## src/shared/iofsd_regs.vh

```
// How it works
// [RULE_01] code 2 drives output while ready, switched on or operation enabled
// [RULE_02] code 3 drives output only while operation enabled
// [RULE_03] code 4 drives output while move after capture active or finished
// [RULE_04] code 5 position window, code 6 velocity window drive output
// [RULE_05] code 7 velocity below threshold, code 8 current below threshold
// [RULE_06] code 13 drives output while motor is at standstill
// [RULE_07] code 14 selected error classes 1 to 4, code 16 warning
// [RULE_08] code 15 drives output while homing zero point is valid
// [RULE_09] code 22 positive motion, code 23 negative motion drive output
// [RULE_10] function write only with stage off; used after next power-on
// [RULE_11] each input passes hardware stage then software stage in series
// [RULE_12] hardware stage duration is fixed and not configurable
// [RULE_13] filter code 0 off, codes 1 to 6 give code times 0.25 ms
// [RULE_14] four independent filter settings, default 6, range 0 to 6
// [RULE_15] filter write only with stage off; takes effect immediately
// [RULE_16] function change or power-on restores filter setting to default
// [RULE_17] configuring party disables power stage before writing settings
// [RULE_18] new level passes only after stable for the full filter time
// [RULE_19] unlisted function codes are rejected, old value kept
`ifndef IOFSD_REGS_VH
`define IOFSD_REGS_VH

// ==========================================================
// parameter offsets
`define IOFSD_OFS_OUT1_FN   16'h0714
`define IOFSD_OFS_IN0_FILT  16'h0840
`define IOFSD_OFS_IN1_FILT  16'h0842
`define IOFSD_OFS_IN2_FILT  16'h0844
`define IOFSD_OFS_IN3_FILT  16'h0846
`define IOFSD_OFS_STRIDE    16'h0002

// ==========================================================
// reset values and ranges
`define IOFSD_FN_RST        16'h0003
`define IOFSD_FILT_RST      3'h6
`define IOFSD_FILT_MAX      16'h0006
`define IOFSD_FILT_W        3

// ==========================================================
// output 1 function codes
`define IOFSD_FN_FREE       16'h0001
`define IOFSD_FN_NOFAULT    16'h0002
`define IOFSD_FN_ACTIVE     16'h0003
`define IOFSD_FN_MAC        16'h0004
`define IOFSD_FN_POSWIN     16'h0005
`define IOFSD_FN_VELWIN     16'h0006
`define IOFSD_FN_VELBELOW   16'h0007
`define IOFSD_FN_CURBELOW   16'h0008
`define IOFSD_FN_HALTACK    16'h0009
`define IOFSD_FN_STANDSTILL 16'h000D
`define IOFSD_FN_SELERR     16'h000E
`define IOFSD_FN_REFOK      16'h000F
`define IOFSD_FN_SELWARN    16'h0010
`define IOFSD_FN_PREG1      16'h0012
`define IOFSD_FN_PREG2      16'h0013
`define IOFSD_FN_PREG3      16'h0014
`define IOFSD_FN_PREG4      16'h0015
`define IOFSD_FN_MOVPOS     16'h0016
`define IOFSD_FN_MOVNEG     16'h0017

// ==========================================================
// timing
`define IOFSD_CLK_NS        8
`define IOFSD_SW_STEP_NS    250000
`define IOFSD_HW_DEB_NS     100000
`define IOFSD_CNT_W         20

`endif

```

## src/hdl/iofsd_debounce.v

```verilog
`timescale 1ns/1ps
`include "iofsd_regs.vh"

// ==========================================================
// stable-time filter, limit zero passes the level through
module iofsd_debounce #(
  parameter CW = `IOFSD_CNT_W
) (
  input  wire          clk_sys_i,
  input  wire          sys_rst_i,
  input  wire          din_i,
  input  wire [CW-1:0] lim_i,
  output reg           dout_o
);

  reg [CW-1:0] cnt_r;

  always @(posedge clk_sys_i or posedge sys_rst_i) begin
    if (sys_rst_i) begin
      cnt_r  <= {CW{1'b0}};
      dout_o <= 1'b0;
    end else if (din_i == dout_o) begin
      cnt_r  <= {CW{1'b0}};                        // [RULE_18]
    end else if (lim_i == {CW{1'b0}}) begin
      dout_o <= din_i;
      cnt_r  <= {CW{1'b0}};
    end else if (cnt_r + 1'b1 >= lim_i) begin
      dout_o <= din_i;                             // [RULE_18]
      cnt_r  <= {CW{1'b0}};
    end else begin
      cnt_r  <= cnt_r + 1'b1;
    end
  end

endmodule // iofsd_debounce

```

## src/hdl/iofsd_top.v

```verilog
`timescale 1ns/1ps
`include "iofsd_regs.vh"

// ==========================================================
// i/o function select and input debounce
module iofsd_top #(
  parameter SW_STEP_CYC = `IOFSD_SW_STEP_NS / `IOFSD_CLK_NS,
  parameter HW_DEB_CYC  = `IOFSD_HW_DEB_NS / `IOFSD_CLK_NS
) (
  input  wire        clk_sys_i,
  input  wire        sys_rst_i,
  // parameter access port
  input  wire [15:0] par_addr_i,
  input  wire [15:0] par_wdata_i,
  input  wire        par_wr_i,
  input  wire        par_rd_i,
  output reg  [15:0] par_rdata_o,
  output reg         par_ack_o,
  output reg         par_err_o,
  // drive state
  input  wire        power_on_i,
  input  wire        stage_en_i,
  input  wire [3:0]  in_func_chg_i,
  input  wire        st_ready_i,
  input  wire        st_on_i,
  input  wire        st_op_en_i,
  input  wire        free_level_i,
  input  wire        move_after_capture_i,
  input  wire        pos_win_i,
  input  wire        vel_win_i,
  input  wire        vel_below_i,
  input  wire        cur_below_i,
  input  wire        halt_ack_i,
  input  wire        standstill_i,
  input  wire        sel_err_i,
  input  wire        ref_ok_i,
  input  wire        sel_warn_i,
  input  wire [3:0]  pos_reg_ch_i,
  input  wire        mov_pos_i,
  input  wire        mov_neg_i,
  // pins
  input  wire        digital_input_0_i,
  input  wire        digital_input_1_i,
  input  wire        digital_input_2_i,
  input  wire        digital_input_3_i,
  output reg         digital_output_1_o,
  output wire [3:0]  din_filt_o
);

  localparam CW = `IOFSD_CNT_W;
  localparam FW = `IOFSD_FILT_W;

  // ==========================================================
  // function code check
  function fn_valid;
    input [15:0] c;
    begin
      case (c)
        `IOFSD_FN_FREE,
        `IOFSD_FN_NOFAULT,
        `IOFSD_FN_ACTIVE,
        `IOFSD_FN_MAC,
        `IOFSD_FN_POSWIN,
        `IOFSD_FN_VELWIN,
        `IOFSD_FN_VELBELOW,
        `IOFSD_FN_CURBELOW,
        `IOFSD_FN_HALTACK,
        `IOFSD_FN_STANDSTILL,
        `IOFSD_FN_SELERR,
        `IOFSD_FN_REFOK,
        `IOFSD_FN_SELWARN,
        `IOFSD_FN_PREG1,
        `IOFSD_FN_PREG2,
        `IOFSD_FN_PREG3,
        `IOFSD_FN_PREG4,
        `IOFSD_FN_MOVPOS,
        `IOFSD_FN_MOVNEG: fn_valid = 1'b1;
        default:          fn_valid = 1'b0;   // [RULE_19]
      endcase
    end
  endfunction

  // ==========================================================
  // filter code to cycle limit
  function [CW-1:0] filt_lim;
    input [FW-1:0] c;
    reg   [CW+FW-1:0] p;
    begin
      p = c * SW_STEP_CYC[CW-1:0];                 // [RULE_13]
      filt_lim = p[CW-1:0];
    end
  endfunction

  // ==========================================================
  // filter address decode, index or none
  function [2:0] filt_idx;
    input [15:0] a;
    begin
      case (a)
        `IOFSD_OFS_IN0_FILT: filt_idx = 3'h0;
        `IOFSD_OFS_IN1_FILT: filt_idx = 3'h1;
        `IOFSD_OFS_IN2_FILT: filt_idx = 3'h2;
        `IOFSD_OFS_IN3_FILT: filt_idx = 3'h3;
        default:             filt_idx = 3'h4;
      endcase
    end
  endfunction

  // ==========================================================
  // input synchronisers
  wire [3:0] pin_w;
  reg  [3:0] sync1_r;
  reg  [3:0] sync2_r;

  assign pin_w = {digital_input_3_i, digital_input_2_i,
                  digital_input_1_i, digital_input_0_i};

  always @(posedge clk_sys_i or posedge sys_rst_i) begin
    if (sys_rst_i) begin
      sync1_r <= 4'h0;
      sync2_r <= 4'h0;
    end else begin
      sync1_r <= pin_w;
      sync2_r <= sync1_r;
    end
  end

  // ==========================================================
  // parameter registers
  reg  [15:0]   fn_store_r;
  reg  [15:0]   fn_act_r;
  reg  [4*FW-1:0] filt_r;
  wire [2:0]    wr_idx_w;
  wire [2:0]    rd_idx_w;
  wire          wr_fn_w;
  wire          wr_filt_w;
  wire          wr_ok_w;
  wire          fn_code_ok_w;
  wire          filt_val_ok_w;

  // ==========================================================
  // address decode and write acceptance
  assign wr_idx_w      = filt_idx(par_addr_i);
  assign rd_idx_w      = filt_idx(par_addr_i);
  assign wr_fn_w       = par_wr_i && (par_addr_i == `IOFSD_OFS_OUT1_FN);
  assign wr_filt_w     = par_wr_i && !wr_idx_w[2];
  assign fn_code_ok_w  = fn_valid(par_wdata_i);          // [RULE_19]
  assign filt_val_ok_w = (par_wdata_i <= `IOFSD_FILT_MAX); // [RULE_14]
  assign wr_ok_w       = !stage_en_i && // [RULE_10] [RULE_15]
                         ((wr_fn_w && fn_code_ok_w) ||
                          (wr_filt_w && filt_val_ok_w));

  // ==========================================================
  // function select, stored now and applied at power-on
  reg  [15:0]     fn_store_nxt;
  reg  [15:0]     fn_act_nxt;

  always @* begin
    fn_store_nxt = fn_store_r;
    fn_act_nxt   = fn_act_r;
    if (wr_fn_w && wr_ok_w)
      fn_store_nxt = par_wdata_i;                    // [RULE_10]
    if (power_on_i)
      fn_act_nxt = fn_store_r;                       // [RULE_10]
  end

  // ==========================================================
  // per-input filter settings, a restore wins over a write
  wire [4*FW-1:0] filt_nxt;
  genvar          gi;

  generate
    for (gi = 0; gi < 4; gi = gi + 1) begin : g_filt
      wire restore_w;
      wire sel_w;
      assign restore_w = power_on_i || in_func_chg_i[gi];
      assign sel_w     = wr_filt_w && wr_ok_w &&
                         (wr_idx_w[1:0] == gi);
      assign filt_nxt[gi*FW +: FW] =
        restore_w ? `IOFSD_FILT_RST :                // [RULE_16]
        sel_w     ? par_wdata_i[FW-1:0] :            // [RULE_15]
                    filt_r[gi*FW +: FW];
    end
  endgenerate

  // ==========================================================
  // stored settings
  always @(posedge clk_sys_i or posedge sys_rst_i) begin
    if (sys_rst_i) begin
      fn_store_r <= `IOFSD_FN_RST;
      fn_act_r   <= `IOFSD_FN_RST;
      filt_r     <= {4{`IOFSD_FILT_RST}};            // [RULE_14]
    end else begin
      fn_store_r <= fn_store_nxt;
      fn_act_r   <= fn_act_nxt;
      filt_r     <= filt_nxt;
    end
  end

  // ==========================================================
  // read and answer path
  reg [15:0] rd_nxt;
  reg        err_nxt;
  reg        ack_nxt;

  always @* begin
    rd_nxt  = 16'h0000;
    err_nxt = 1'b0;
    ack_nxt = par_rd_i || par_wr_i;
    if (par_rd_i) begin
      if (par_addr_i == `IOFSD_OFS_OUT1_FN)
        rd_nxt = fn_store_r;
      else if (!rd_idx_w[2])
        rd_nxt = {{(16-FW){1'b0}},
                  filt_r[rd_idx_w[1:0]*FW +: FW]};
      else
        err_nxt = 1'b1;
    end else if (par_wr_i) begin
      err_nxt = !wr_ok_w;                            // [RULE_19]
    end
  end

  // ==========================================================
  // answer register
  always @(posedge clk_sys_i or posedge sys_rst_i) begin
    if (sys_rst_i) begin
      par_rdata_o <= 16'h0000;
      par_ack_o   <= 1'b0;
      par_err_o   <= 1'b0;
    end else begin
      par_ack_o <= ack_nxt;
      par_err_o <= err_nxt;
      if (par_rd_i)
        par_rdata_o <= rd_nxt;
    end
  end

  // ==========================================================
  // hardware stage, fixed limit
  wire [3:0]      hw_out_w;
  wire [CW-1:0]   hw_lim_w;

  assign hw_lim_w = HW_DEB_CYC[CW-1:0];              // [RULE_12]

  generate
    for (gi = 0; gi < 4; gi = gi + 1) begin : g_hw
      iofsd_debounce #(
        .CW (CW)
      ) u_hw (
        .clk_sys_i (clk_sys_i),
        .sys_rst_i (sys_rst_i),
        .din_i     (sync2_r[gi]),
        .lim_i     (hw_lim_w),
        .dout_o    (hw_out_w[gi])                    // [RULE_11]
      );
    end
  endgenerate

  // ==========================================================
  // software stage limit per input
  wire [4*CW-1:0] sw_lim_w;

  generate
    for (gi = 0; gi < 4; gi = gi + 1) begin : g_lim
      assign sw_lim_w[gi*CW +: CW] =
        filt_lim(filt_r[gi*FW +: FW]);               // [RULE_13]
    end
  endgenerate

  // ==========================================================
  // software stage, in series behind the hardware stage
  generate
    for (gi = 0; gi < 4; gi = gi + 1) begin : g_sw
      iofsd_debounce #(
        .CW (CW)
      ) u_sw (
        .clk_sys_i (clk_sys_i),
        .sys_rst_i (sys_rst_i),
        .din_i     (hw_out_w[gi]),                   // [RULE_11]
        .lim_i     (sw_lim_w[gi*CW +: CW]),          // [RULE_13]
        .dout_o    (din_filt_o[gi])
      );
    end
  endgenerate

  // ==========================================================
  // output 1 source select
  reg out_nxt;

  always @* begin
    case (fn_act_r)
      `IOFSD_FN_FREE:
        out_nxt = free_level_i;
      `IOFSD_FN_NOFAULT:
        out_nxt = st_ready_i | st_on_i | st_op_en_i; // [RULE_01]
      `IOFSD_FN_ACTIVE:
        out_nxt = st_op_en_i;                        // [RULE_02]
      `IOFSD_FN_MAC:
        out_nxt = move_after_capture_i;              // [RULE_03]
      `IOFSD_FN_POSWIN:
        out_nxt = pos_win_i;                         // [RULE_04]
      `IOFSD_FN_VELWIN:
        out_nxt = vel_win_i;                         // [RULE_04]
      `IOFSD_FN_VELBELOW:
        out_nxt = vel_below_i;                       // [RULE_05]
      `IOFSD_FN_CURBELOW:
        out_nxt = cur_below_i;                       // [RULE_05]
      `IOFSD_FN_HALTACK:
        out_nxt = halt_ack_i;
      `IOFSD_FN_STANDSTILL:
        out_nxt = standstill_i;                      // [RULE_06]
      `IOFSD_FN_SELERR:
        out_nxt = sel_err_i;                         // [RULE_07]
      `IOFSD_FN_REFOK:
        out_nxt = ref_ok_i;                          // [RULE_08]
      `IOFSD_FN_SELWARN:
        out_nxt = sel_warn_i;                        // [RULE_07]
      `IOFSD_FN_PREG1:
        out_nxt = pos_reg_ch_i[0];
      `IOFSD_FN_PREG2:
        out_nxt = pos_reg_ch_i[1];
      `IOFSD_FN_PREG3:
        out_nxt = pos_reg_ch_i[2];
      `IOFSD_FN_PREG4:
        out_nxt = pos_reg_ch_i[3];
      `IOFSD_FN_MOVPOS:
        out_nxt = mov_pos_i;                         // [RULE_09]
      `IOFSD_FN_MOVNEG:
        out_nxt = mov_neg_i;                         // [RULE_09]
      default:
        out_nxt = 1'b0;
    endcase
  end

  // ==========================================================
  // output 1 register
  always @(posedge clk_sys_i or posedge sys_rst_i) begin
    if (sys_rst_i)
      digital_output_1_o <= 1'b0;
    else
      digital_output_1_o <= out_nxt;
  end

endmodule // iofsd_top

```

## config.mk

```make
export PLATFORM = sky130hd
export DESIGN_NAME = iofsd_top
export DESIGN_NICKNAME = d
export VERILOG_FILES = /design/src/hdl/iofsd_debounce.v /design/src/hdl/iofsd_top.v
export VERILOG_INCLUDE_DIRS = /design/src /design/src/shared
export SDC_FILE = /design/constraint.sdc
export NUM_CORES = 1
export LEC_CHECK = 0
export BUFFER_PORTS_ARGS = -buffer_cell sky130_fd_sc_hd__buf_2
export CAP_MARGIN = 30
export CORE_ASPECT_RATIO = 1.2
export CORE_MARGIN = 1.5
export CORE_UTILIZATION = 40
export CTS_CLUSTER_DIAMETER = 150
export DETAILED_ROUTE_END_ITERATION = 10
export SYNTH_ARGS = -nofsm -noshare
export SYNTH_HDL_FRONTEND = slang
export SYNTH_SLANG_ARGS = --single-unit
```

## constraint.sdc

```tcl
create_clock -name clk_sys_i -period 6.07 [get_ports clk_sys_i]
set_input_delay 0 -clock clk_sys_i [delete_from_list [all_inputs] [get_ports clk_sys_i]]
set_output_delay 0 -clock clk_sys_i [all_outputs]
set_load 0.03 [all_outputs]
```

==> results.txt, run 1 <==
----------------------------------------------------
[Run status]
  Status ... finished clean

[Detailed routing]
  Number of vias after detailed routing ... 10.9k
  DRC violations left ... 0
  Total wirelength of the detailed-routed design ... 31000 um
  Avg Vias per Cell ... 5.22
  Count of TritonRoute iterations in the first routing pass ... 4
  Iteration-0 DRC Markers ... 384
  Final antenna-violating net count ... 0
  Wire length per cell after detailed routing ... 14.8 um

[Timing]
  Actual transition at the worst max-transition pin ... 1060 ps
  Final number of hold-violating endpoints ... 0
  Number of slew-limit violations in the final report ... 0
  Final setup violation count ... 0
  Fin Clk Skew ... 22.3 ps
  Max frequency ... 243 MHz
  Setup TNS Final ... 0 ps
  Worst slew margin ... 29.1%
  Shortest clock period the worst path allows after layout ... 4110 ps
  Setup repair after global routing missed its margin ... no
  Final Cycle Share ... 67.7%

[Floorplanning]
  Floorplan Core Area ... 0.0358 sq mm
  Chip Width ... 177 um
  Die area ... 0.0373 sq mm
  FP Rows ... 76
  Initial cell density of the core ... 40.5%
  Die H ... 211 um
  I/O pin count ... 89

[Synthesis]
  Mean Syn Cell Area ... 9.82 sq um
  Commonest cells in the synthesized netlist ... sky130_fd_sc_hd__dfrtp_1 (227), sky130_fd_sc_hd__nor2_1 (146), sky130_fd_sc_hd__ha_1 (116), sky130_fd_sc_hd__nand2_1 (116), sky130_fd_sc_hd__nand3_1 (74)
  Most used flip-flop cell after synthesis ... sky130_fd_sc_hd__dfrtp_1
  Synth Warn # ... 0
  Number of different library cells in the post-synthesis netlist ... 78
  Area share of the largest cell type after synthesis ... 39.3%
  Share of synthesized flip-flops with an asynchronous set or reset ... 100%
  Post-synth top area cell ... sky130_fd_sc_hd__dfrtp_1
  Cell area after technology mapping ... 0.0145 sq mm
  Cell types occupying the most area after synthesis ... sky130_fd_sc_hd__dfrtp_1 (39%), sky130_fd_sc_hd__ha_1 (10%), sky130_fd_sc_hd__xnor2_1 (4.4%)
  Library cell with the highest instance count after synthesis ... sky130_fd_sc_hd__dfrtp_1
  Flop and latch count out of synthesis ... 239
  Number of enable flip-flop cells after synthesis ... 0
  Number of instances in the synthesized netlist ... 1474
  Sequential area share after synthesis ... 41.4%

[Worst setup path]
  Arrival time worst endpoint ... 4560 ps
  Worst setup path category ... reg -> reg
  Delay contributed by the slowest stage of the critical path ... 590 ps
  Crit-path slowest cell ... sky130_fd_sc_hd__dfstp_2
  Worst path bufs/invs ... 2
  Required time reported for the critical path endpoint ... 6530 ps
  Critical path capture point type ... register
  Ordered list of cells on the worst path ... inv_1, fa_1, inv_1, ha_1, a21o_1, a21oi_1, nor2b_1, o21a_1, nor2_1, ha_1, a21o_1, a211oi_1, nand3_1, nor2b_1
  Critical Path Start Type ... register
  Cell family with most CP delay ... adder cells
  Maximum fanout encountered on the critical timing path ... 18

[CTS]
  Clock tree root driver cell ... sky130_fd_sc_hd__clkbuf_16
  Maximum clock insertion buffer count ... 3
  Clock transition at the registers of the reported paths ... 60 ps
  TritonCTS buffer count ... 27
  CTS resizes ... 0
  TritonCTS clock tree ... built
  Maximum level of the CTS H-tree ... 1
  Clock insertion delay at the later pin of the skew report ... 560 ps
  CTS sink count ... 239

[Global routing]
  Total overflow reported by the global router ... 0
  Number of global-route vias before repair ... 11.0k
  Global-route wire length before repair ... 53000 um
  Met1 Use GR ... 22.2%
  Met3 layer usage reported by global route ... 2.14%
  Antenna violations before repair ... 0
  Total track usage ... 17.1%
  Fraction of met2 tracks used by global routing ... 29.4%
  Busiest grt layer ... met2
  Maximum number of pins on one net before global-route repair ... 74

[Final layout]
  Number of nets in the finished design ... 1803
  Area growth from synthesis to final layout ... 15.2%
  Filler cells ... 3450
  Ratio of cells with drive above 1 in the final layout ... 12.8%
  N_diodes ... 0

[Run]
  Max-capacitance violation count ... 0

[Pwr]
  Pleak ... 7.58 nW
  Power per cell area ... 207 mW/mm^2
  Post-route total power ... 0.00345 W
  Largest voltage drop on the vdd net ... 0.000186 V

[Min path]
  Type of the most critical hold path ... in -> async

[Placed design]
  Final HPWL from detailed placement ... 22700 um
  Weighted congestion at the end of routability-driven global placement ... 0.830
  Count of buffers inserted at the top-level ports ... 88

----------------------------------------------------
==> cells in the final DEF, fill, tap and decap left out, types with 6 or more instances in the layout <==
cell,netlist,routed
sky130_fd_sc_hd__dfrtp_1,227,227
sky130_fd_sc_hd__nor2_1,146,146
sky130_fd_sc_hd__nand2_1,116,116
sky130_fd_sc_hd__ha_1,116,116
sky130_fd_sc_hd__buf_2,10,88
sky130_fd_sc_hd__nand3_1,74,74
sky130_fd_sc_hd__xnor2_1,72,72
sky130_fd_sc_hd__xor2_1,71,71
sky130_fd_sc_hd__inv_1,59,58
sky130_fd_sc_hd__nor2b_1,49,49
sky130_fd_sc_hd__a21oi_1,49,49
sky130_fd_sc_hd__and3_1,45,45
sky130_fd_sc_hd__nor3_1,37,37
sky130_fd_sc_hd__nand4_1,35,35
sky130_fd_sc_hd__mux2_2,32,32
sky130_fd_sc_hd__conb_1,1,32
sky130_fd_sc_hd__dlygate4sd3_1,0,30
sky130_fd_sc_hd__o21ai_0,27,27
sky130_fd_sc_hd__clkbuf_16,0,27
sky130_fd_sc_hd__mux2i_1,21,21
sky130_fd_sc_hd__nand2b_1,17,17
sky130_fd_sc_hd__and4_1,16,16
sky130_fd_sc_hd__nor4_1,15,15
sky130_fd_sc_hd__o2bb2ai_1,14,14
sky130_fd_sc_hd__a21o_1,12,12
sky130_fd_sc_hd__a31oi_1,12,12
sky130_fd_sc_hd__fa_1,12,12
sky130_fd_sc_hd__dfstp_2,12,12
sky130_fd_sc_hd__o211ai_1,10,10
sky130_fd_sc_hd__clkbuf_8,0,9
sky130_fd_sc_hd__a211oi_1,8,8
sky130_fd_sc_hd__or3_1,7,7
sky130_fd_sc_hd__nor4b_1,6,6
==> power breakdown <==
group / switching (W) / internal [W]
logic: 0.000107 / 0.0000578
registers: 0.0000190 / 0.00162
clock network: 0.000681 / 0.000973
==> metrics by stage <==
step | area [sq um] | setup slack, ps | hold slack, ps | util (%) | std cells
3_3_place_gp | 15400 | 2090 | 71.3 | 43.2 | 2017
5_1_grt | 16700 | 1610 | 80.2 | 46.6 | 2098
2_1_floorplan | 14600 | 2350 | 31.4 | - | 1505
4_1_cts | 16700 | 1940 | 23.2 | 46.6 | 2098
3_5_place_dp | 15500 | 1960 | 76.3 | 43.2 | 2018
6_report | 16700 | 1960 | 50.1 | 46.6 | 2098
==> layer usage <==
layer  up-vias  routed length (um)
li1       5462                   -
met1      5297               14200
met2       149               15000
met3        41                 975
met4         0                 739
met5         -                   0
==> sequential cells by signal, indices dropped and copies added (netlist names), 4 cells and up <==
| name | count |
|---|---|
| filt_r | 12 |
| fn_act_r | 16 |
| fn_store_r | 16 |
| g_hw.u_hw.cnt_r | 80 |
| g_hw.u_hw.dout_o | 4 |
| g_sw.u_sw.cnt_r | 80 |
| g_sw.u_sw.dout_o | 4 |
| par_rdata_o | 16 |
| sync1_r | 4 |
| sync2_r | 4 |
==> cell families after synthesis <==
| kind of cell | count (synthesis) | synth area share, % |
|---|---|---|
| xor+xnor | 143 | 8.66 |
| fa+ha+maj | 128 | 11.7 |
| simple gates | 601 | 21.4 |
| compound gates | 201 | 9.82 |
| buf+inv | 108 | 3.07 |
| mux | 53 | 3.94 |
| flops | 239 | 41.4 |
| other cells | 1 | 0.0259 |
==> final timing paths <==
path / end / slack [ps] / start / cells past startpoint
worst min register to register: sync2_r[2] / 350 / sync1_r[2] / 0
min in group clk_sys_i: fn_store_r[15] / 50 / par_wdata_i[7] / 5
worst max-delay path: g_sw[3].u_sw.cnt_r[14] / 1960 / filt_r[10] / 14
worst max register to register: g_sw[3].u_sw.cnt_r[14] / 1960 / filt_r[10] / 14
max in group asynchronous: g_hw[2].u_hw.cnt_r[14] / 4730 / sys_rst_i / 4
worst min-delay path: par_rdata_o[14] / 50 / sys_rst_i / 3
==> worst register-to-register path, stage by stage (launching register included) <==
cell and delay, ps:
sky130_fd_sc_hd__dfstp_2 590, sky130_fd_sc_hd__inv_1 170, sky130_fd_sc_hd__fa_1 590, sky130_fd_sc_hd__inv_1 80, sky130_fd_sc_hd__ha_1 310, sky130_fd_sc_hd__a21o_1 160, sky130_fd_sc_hd__a21oi_1 210, sky130_fd_sc_hd__nor2b_1 80
sky130_fd_sc_hd__o21a_1 170, sky130_fd_sc_hd__nor2_1 150, sky130_fd_sc_hd__ha_1 270, sky130_fd_sc_hd__a21o_1 160, sky130_fd_sc_hd__a211oi_1 260, sky130_fd_sc_hd__nand3_1 550, sky130_fd_sc_hd__nor2b_1 270
==> layout make-up <==
type	instances	area, sq um	area share, %
flip-flops and latches	239	6000	36.0
clock buffers	40	815	4.89
inverters	59	225	1.35
clock inverters	10	95.1	0.571
repair buffers	124	806	4.83
well taps	468	586	3.51
multi-input cells	1158	8150	48.9
==> what timing repair did <==
action	CTS	global route
buffers inserted	0	0
hold buffers	30	0
hold endpoints to repair	63	0
No activity file was read; power rests on OpenSTA's default activity.
==> run 2: changes to the inputs <==
clock period = 3.4 ns   (was 6.07 ns; I/O delays follow)
==> run 2 against run 1 <==
  * The run now ends with negative setup slack left
  * Count of clock-buffer cells in the layout decreased by 5
  * Critical path depth decreased by 1
  * Non-clock buffer count increased by 77
  * Design area increased by 8.0%
  * Global-route usage increased by 0.25 points
  * First-iteration DRC count decreased by 0.78%
==> results.txt, run 2 (synthesis results as in run 1) <==
----------------------------------------------------
[Run status]
  Status ... finished, violations left
  Violations in the final reports ... negative setup slack

[Timing]
  Fin Clk Skew ... 20.6 ps (-1.65 ps)
  Worst slew margin ... 17.2% (-12 points)
  Actual transition at the worst max-transition pin ... 1240 ps (+177 ps)
  Number of slew-limit violations in the final report ... 0 (unchanged)
  Setup repair after global routing missed its margin ... yes
  Final number of hold-violating endpoints ... 0 (unchanged)
  Shortest clock period the worst path allows after layout ... 3500 ps (-603 ps)
  Worst path setup slack after routing ... -105 ps (-2070 ps)
  Final setup violation count ... 31 (+31)
  Max frequency ... 285 MHz (+17%)
  Final Cycle Share ... 103% (+35 points)

[Detailed routing]
  DRC violations left ... 0 (unchanged)
  Iteration-0 DRC Markers ... 381 (-0.78%)
  Count of TritonRoute iterations in the first routing pass ... 4 (unchanged)
  Avg Vias per Cell ... 5.16 (-1.2%)
  Number of vias after detailed routing ... 11.2k (+2.7%)
  Total wirelength of the detailed-routed design ... 32300 um (+4.4%)
  Wire length per cell after detailed routing ... 14.8 um (+0.50%)
  Final antenna-violating net count ... 0 (unchanged)

[CTS]
  TritonCTS clock tree ... built
  Clock transition at the registers of the reported paths ... 60 ps (about the same)
  Maximum level of the CTS H-tree ... 1 (unchanged)
  TritonCTS buffer count ... 28 (+3.7%)
  CTS sink count ... 239 (unchanged)
  Clock tree root driver cell ... sky130_fd_sc_hd__clkbuf_16
  Clock insertion delay at the later pin of the skew report ... 560 ps (about the same)
  Maximum clock insertion buffer count ... 3 (unchanged)

[Global routing]
  Global-route wire length before repair ... 53600 um (+1.2%)
  Maximum number of pins on one net before global-route repair ... 101 (+36%)
  Number of global-route vias before repair ... 11.2k (+1.8%)
  Total overflow reported by the global router ... 0 (unchanged)
  Total track usage ... 17.3% (+0.25 points)
  Antenna violations before repair ... 0 (unchanged)

[Final layout]
  Sequential standard cell area ... 0.00600 sq mm (unchanged)
  Most frequent cells in the layout ... sky130_fd_sc_hd__dfrtp_1 (227), sky130_fd_sc_hd__nor2_1 (134), sky130_fd_sc_hd__nand2_1 (114)
  Most common cell after layout, fill and taps aside ... sky130_fd_sc_hd__dfrtp_1
  Combined area of the multi-input logic cells ... 0.00869 sq mm (+6.7%)
  Filler cells ... 3325 (-3.6%)
  Area growth from synthesis to final layout ... 24.4%
  Final standard cell area without fillers ... 0.0180 sq mm (+8.0%)
  Number of nets in the finished design ... 1884 (+4.5%)
  Largest registers ... g_hw.u_hw.cnt_r (80), g_sw.u_sw.cnt_r (80)
  N_diodes ... 0 (unchanged)
  Ratio of cells with drive above 1 in the final layout ... 21.5% (+8.7 points)

[Worst setup path]
  Delay contributed by the slowest stage of the critical path ... 540 ps (-50 ps)
  Startpoint of the worst register-to-register path ... filt_r[7]
  Critical path capture point type ... register
  Worst path bufs/invs ... 2 (unchanged)
  Worst setup path category ... reg -> reg
  Cell family with most CP delay ... adder cells
  Critical path origin ... filt_r[7]
  Maximum fanout encountered on the critical timing path ... 3 (-15)
  Ordered list of cells on the worst path ... inv_2, fa_1, buf_4, fa_2, nand2b_1, a21oi_2, xnor2_1, ha_1, o2111ai_1, and3_1, o211ai_1, a31oi_2, mux2_4
  Critical Path Start Type ... register
  Crit-path slowest cell ... sky130_fd_sc_hd__dfstp_2
  Required time reported for the critical path endpoint ... 3840 ps (-2690 ps)
  Arrival time worst endpoint ... 3940 ps (-620 ps)

[Floorplanning]
  I/O pin count ... 89 (unchanged)
  Die H ... 211 um (unchanged)
  Initial cell density of the core ... 40.5% (unchanged)
  Die area ... 0.0373 sq mm (unchanged)
  Floorplan Core Area ... 0.0358 sq mm (unchanged)
  Chip Width ... 177 um (unchanged)
  FP Rows ... 76 (unchanged)

[Placed design]
  Worst slack after detailed placement ... -192 ps (-2150 ps)
  Final HPWL from detailed placement ... 22500 um (-0.84%)
  Count of buffers inserted at the top-level ports ... 88 (unchanged)
  Weighted congestion at the end of routability-driven global placement ... 0.823 (-0.81%)
  Placed cell area ... 0.0159 sq mm (+3.1%)

[Pwr]
  Largest voltage drop on the vdd net ... 0.000400 V (+120%)
  Pleak ... 8.07 nW (+6.6%)
  Power per cell area ... 365 mW/mm^2 (+76%)

[Min path]
  Type of the most critical hold path ... in -> reg
  Startpoint of the most critical hold path ... par_addr_i[4]

[Run]
  Max-capacitance violation count ... 0 (unchanged)

----------------------------------------------------
## run 2: changes by cell type in the layout (fill, tap and decap cells not counted), moves of 11 or more
cell and change:
sky130_fd_sc_hd__ha_4 +14, sky130_fd_sc_hd__ha_1 -14, sky130_fd_sc_hd__nor2_1 -12, sky130_fd_sc_hd__a21oi_1 -11
sky130_fd_sc_hd__buf_4 +65, sky130_fd_sc_hd__inv_1 -11
## run 2: layout make-up
class                   count  share of cell area [%]
clock buffers              35                    4.37
clock inverters            17                    1.36
inverters                  59                    1.28
multi-input cells        1161                    48.3
flip-flops and latches    239                    33.3
well taps                 468                    3.25
repair buffers            201                    8.11
## run 2: where the power goes
part           switching [W]  total [W]  leakage (nW)  internal (W)
logic               0.000215   0.000349          4.41      0.000134
registers          0.0000350    0.00292          3.17       0.00288
clock network        0.00127    0.00330         0.488       0.00203
## run 2: path summary, 6_finish.rpt
| path | endpoint | depth (start not counted) | slack [ps] |
|---|---|---|---|
| setup / recovery | g_sw[2].u_sw.dout_o | 13 | -100 |
| hold / removal | par_rdata_o[2] | 5 | 30 |
| setup reg to reg | g_sw[2].u_sw.dout_o | 13 | -100 |
| hold reg to reg | sync2_r[1] | 0 | 350 |
| max in group asynchronous | g_sw[1].u_sw.cnt_r[8] | 4 | 2700 |
| min in group asynchronous | g_sw[2].u_sw.cnt_r[3] | 4 | 190 |
## run 2: timing repair
item / in CTS / in global routing
pin swaps: 39 / 48
hold endpoints to repair: 267 / 0
hold buffers: 31 / 0
gates cloned: 2 / 6
resized for setup: 23 / 77
buffers inserted: 10 / 7
setup endpoints to repair: 53 / 90
## run 2: worst register-to-register path, stage by stage (launching register included)
cell and delay (ps):
sky130_fd_sc_hd__dfstp_2 540, sky130_fd_sc_hd__inv_2 40, sky130_fd_sc_hd__fa_1 480, sky130_fd_sc_hd__buf_4 160, sky130_fd_sc_hd__fa_2 390, sky130_fd_sc_hd__nand2b_1 170
sky130_fd_sc_hd__a21oi_2 150, sky130_fd_sc_hd__xnor2_1 160, sky130_fd_sc_hd__ha_1 300, sky130_fd_sc_hd__o2111ai_1 110, sky130_fd_sc_hd__and3_1 170, sky130_fd_sc_hd__o211ai_1 90
sky130_fd_sc_hd__a31oi_2 310, sky130_fd_sc_hd__mux2_4 330
## run 2: per-layer routing
metal | vias up | track usage, % | part of all wire, %
met2 | 160 | 30.9 | 51
li1 | 5613 | - | -
met4 | 0 | 4.73 | 1.8
met3 | 39 | 2.21 | 3.2
met5 | - | 0 | 0
met1 | 5434 | 22.0 | 44
## run 2: stage by stage
stage                     cells  hold slack [ps]  util [%]  TNS [ps]  total power [W]
after floorplan            1505             31.4         -      -773          0.00315
after global placement     2072              109      44.6      -940          0.00325
after detailed placement   2072              114      44.6     -4800          0.00326
after CTS                  2167             10.4      48.8     -2000          0.00663
after global routing       2180             70.5      50.3     -9470          0.00682
final                      2180             32.1      50.3     -1380          0.00657
==> run 3: changes to the inputs <==
ABC_AREA = 1   (was unset)
HOLD_SLACK_MARGIN = 0.08   (was unset)
SLEW_MARGIN = 20   (was unset)
==> run 3 against run 2 <==
  * The run now ends clean
  * Clock power is 8.8% lower
  * Wire length up 8.1%
  * Clock skew down 11 ps
  * Final cell count rose by 27%
  * Global-route usage barely moved
  * Synthesized cell count up 37%
  * Largest cell class unchanged
  * Highest routed layer is now met5
==> results.txt, run 3 <==
----------------------------------------------------
[CTS]
  Maximum level of the CTS H-tree ... 1 (unchanged)
  TritonCTS clock tree ... built
  Clock transition at the registers of the reported paths ... 60 ps (about the same)
  Clock insertion delay at the later pin of the skew report ... 550 ps (about the same)
  CTS sink count ... 239 (unchanged)
  Clock tree root driver cell ... sky130_fd_sc_hd__clkbuf_16
  Maximum clock insertion buffer count ... 3 (unchanged)
  TritonCTS buffer count ... 27 (-3.6%)

[Worst setup path]
  Required time reported for the critical path endpoint ... 3890 ps (+50 ps)
  Worst setup path endpoint ... g_sw[2].u_sw.cnt_r[13]
  Cell family with most CP delay ... adder cells
  Reg2Reg Setup Slack ... 170 ps (+280 ps)
  Worst path bufs/invs ... 3 (+1)
  Crit-path slowest cell ... sky130_fd_sc_hd__dfstp_2
  Critical Path Start Type ... register
  Critical path origin ... filt_r[8]
  Startpoint of the worst register-to-register path ... filt_r[8]
  Path length in cells of the critical path ... 16 (+3)
  Depth of the most critical reg-to-reg path ... 16 (+3)
  Maximum fanout encountered on the critical timing path ... 6 (+3)
  Critical path capture point type ... register
  Ordered list of cells on the worst path ... inv_2, fa_1, inv_1, ha_1, nand2_1, nand3_1, xnor2_2, ha_1, nand2_1, nor2_1, a211oi_2, nor2_2, nor2_4, nand3_4, clkbuf_16, nor2_4
  Worst setup path category ... reg -> reg
  FF-to-FF End ... g_sw[2].u_sw.cnt_r[13]
  Delay contributed by the slowest stage of the critical path ... 530 ps (about the same)
  Arrival time worst endpoint ... 3710 ps (-230 ps)

[Detailed routing]
  Number of vias after detailed routing ... 12.9k (+15%)
  Iteration-0 DRC Markers ... 435 (+14%)
  Count of TritonRoute iterations in the first routing pass ... 7 (+3)
  Final antenna-violating net count ... 0 (unchanged)
  Wire length per cell after detailed routing ... 12.6 um (-15%)
  Avg Vias per Cell ... 4.67 (-9.5%)
  Total wirelength of the detailed-routed design ... 34900 um (+8.1%)
  DRC violations left ... 0 (unchanged)

[Floorplanning]
  Die H ... 221 um (+4.7%)
  Floorplan Core Area ... 0.0389 sq mm (+8.9%)
  Die area ... 0.0409 sq mm (+9.6%)
  Chip Width ... 185 um (+4.7%)
  Initial cell density of the core ... 40.8% (+0.32 points)
  I/O pin count ... 89 (unchanged)
  FP Rows ... 79 (+3.9%)

[Run]
  Max-capacitance violation count ... 0 (unchanged)

[Final layout]
  Sequential standard cell area ... 0.00600 sq mm (unchanged)
  Most frequent cells in the layout ... sky130_fd_sc_hd__nand2_1 (502), sky130_fd_sc_hd__inv_1 (287), sky130_fd_sc_hd__nor2_1 (229)
  Filler cells ... 3783 (+14%)
  Largest registers ... g_hw.u_hw.cnt_r (80), g_sw.u_sw.cnt_r (80)
  Area growth from synthesis to final layout ... 19.2%
  Combined area of the multi-input logic cells ... 0.00890 sq mm (+2.4%)
  Most common cell after layout, fill and taps aside ... sky130_fd_sc_hd__nand2_1
  Ratio of cells with drive above 1 in the final layout ... 17.1% (-4.4 points)
  Number of nets in the finished design ... 2414 (+28%)

[Synthesis]
  Number of enable flip-flop cells after synthesis ... 0 (unchanged)
  Commonest cells in the synthesized netlist ... sky130_fd_sc_hd__nand2_1 (509), sky130_fd_sc_hd__inv_1 (293), sky130_fd_sc_hd__nor2_1 (231)
  Synth Warn # ... 0 (unchanged)
  Post-synth top area cell ... sky130_fd_sc_hd__dfrtp_1
  Number of instances in the synthesized netlist ... 2013 (+37%)
  Sequential area share after synthesis ... 37.7% (-3.7 points)
  Number of different library cells in the post-synthesis netlist ... 48 (-38%)
  Mean Syn Cell Area ... 7.89 sq um (-20%)
  Flop and latch count out of synthesis ... 239 (unchanged)
  Share of synthesized flip-flops with an asynchronous set or reset ... 100% (unchanged)
  Cell types occupying the most area after synthesis ... sky130_fd_sc_hd__dfrtp_1 (36%), sky130_fd_sc_hd__nand2_1 (12%), sky130_fd_sc_hd__ha_1 (9.1%)
  Library cell with the highest instance count after synthesis ... sky130_fd_sc_hd__nand2_1
  Most used flip-flop cell after synthesis ... sky130_fd_sc_hd__dfrtp_1
  Cell area after technology mapping ... 0.0159 sq mm (+9.8%)
  Area share of the largest cell type after synthesis ... 35.8% (-3.5 points)

[Global routing]
  Maximum number of pins on one net before global-route repair ... 71 (-30%)
  Total track usage ... 17.4% (+0.032 points)
  Global-route wire length before repair ... 58800 um (+9.6%)
  Total overflow reported by the global router ... 0 (unchanged)
  Antenna violations before repair ... 4 (+4)
  Number of global-route vias before repair ... 12.7k (+13%)

[Timing]
  Number of slew-limit violations in the final report ... 0 (unchanged)
  Final Cycle Share ... 94.9% (-8.2 points)
  Hold_ws ... 67.6 ps (+35.6 ps)
  Worst slew margin ... 49.6% (+32 points)
  Final number of hold-violating endpoints ... 0 (unchanged)
  Shortest clock period the worst path allows after layout ... 3230 ps (-278 ps)
  Setup TNS Final ... 0 ps (+1380 ps)
  Max frequency ... 310 MHz (+8.6%)
  Final setup violation count ... 0 (-100%)
  Fin Clk Skew ... 9.17 ps (-11.5 ps)
  Actual transition at the worst max-transition pin ... 755 ps (-483 ps)

[Placed design]
  Final HPWL from detailed placement ... 26500 um (+18%)
  Weighted congestion at the end of routability-driven global placement ... 0.846 (+2.7%)
  Count of buffers inserted at the top-level ports ... 88 (unchanged)

[Pwr]
  Net Sw Power ... 0.00178 W (+17%)
  Pleak ... 9.30 nW (+15%)
  Largest voltage drop on the vdd net ... 0.000319 V (-20%)
  Sequential cell fraction of total power ... 42.6% (-1.9 points)
  Part of the power in the clock network ... 43.6% (-6.6 points)
  Combinational cell fraction of total power ... 13.7% (+8.4 points)
  Sw frac ... 25.8% (+2.6 points)
  Power per cell area ... 364 mW/mm^2 (-0.15%)
  Pint ... 0.00512 W (+1.5%)

[Min path]
  Type of the most critical hold path ... in -> async

[Run status]
  Status ... finished clean

----------------------------------------------------
==> run 3: logic make-up after synthesis <==
| logic type | Yosys count | synth area share, % |
|---|---|---|
| buffers and inverters | 320 | 8.05 |
| other | 1 | 0.0236 |
| muxes | 4 | 0.284 |
| adders and majority gates | 128 | 10.6 |
| and+or+nand+nor | 1111 | 33.4 |
| DFF | 239 | 37.7 |
| xor gates and xnor gates | 107 | 6.14 |
| AOI/OAI and AO/OA | 103 | 3.69 |
==> run 3: area by class of cell <==
cell class | count | area share, %
Antenna cell | 3 | 0.0397
Clock buffer | 41 | 4.38
Clock inverter | 8 | 0.522
Inverter | 298 | 5.94
Multi-Input combinational cell | 1485 | 47.0
Sequential cell | 239 | 31.7
Tap cell | 526 | 3.48
Timing Repair Buffer | 169 | 6.94
==> run 3: through the flow <==
| stage | std cells | area [sq um] | setup slack [ps] | power [W] | utilization [%] |
|---|---|---|---|---|---|
| 2_1_floorplan | 2044 | 16000 | 146 | 0.00355 | - |
| 3_3_place_gp | 2664 | 17200 | 36.7 | 0.00376 | 44.2 |
| 3_5_place_dp | 2664 | 17200 | -36.8 | 0.00379 | 44.2 |
| 4_1_cts | 2753 | 18500 | 64.4 | 0.00690 | 47.6 |
| 5_1_grt | 2768 | 18900 | -24.7 | 0.00726 | 48.6 |
| 6_report | 2769 | 18900 | 173 | 0.00690 | 48.6 |
==> run 3: worst min-delay path by stage <==
stage	start	end	slack, ps	cells past startpoint
final	sys_rst_i	g_hw[0].u_hw.cnt_r[1]	70	3
after CTS	par_wdata_i[7]	filt_r[7]	100	7
after detailed placement	digital_input_2_i	sync1_r[2]	110	1
after global routing	sys_rst_i	g_hw[0].u_hw.cnt_r[2]	110	3
after floorplan	digital_input_0_i	sync1_r[0]	30	0
after global placement	digital_input_2_i	sync1_r[2]	110	1
==> run 3: what timing repair did <==
action	in CTS	in global routing
setup endpoints to repair	19	74
gates resized for setup	0	46
cloned	0	4
hold endpoints to repair	89	0
pin swaps	1	21
setup buffers	4	8
hold buffers	36	0
==> run 3: per-layer routing <==
metal,track usage (%),wire (um)
met3,2.16,1080
met1,21.5,15300
met2,31.0,17600
met4,5.53,938
met5,0,7
==> run 3: worst register-to-register path: cells and delay by family, from the launching register on <==
kind            cells  cell delay [ps]
simple gates        8              760
compound gates      1              170
fa+ha+maj           3             1200
flops               1              530
xor+xnor            1              160
buf+inv             3              330
==> run 3: power groups by stage <==
stage	Combinational (W)	Sequential, W	Clock, W
2_1_floorplan	0.000552	0.00300	0
3_3_place_gp	0.000769	0.00299	0
3_5_place_dp	0.000793	0.00299	0
4_1_cts	0.000838	0.00294	0.00312
5_1_grt	0.00108	0.00295	0.00324
6_report	0.000947	0.00294	0.00301
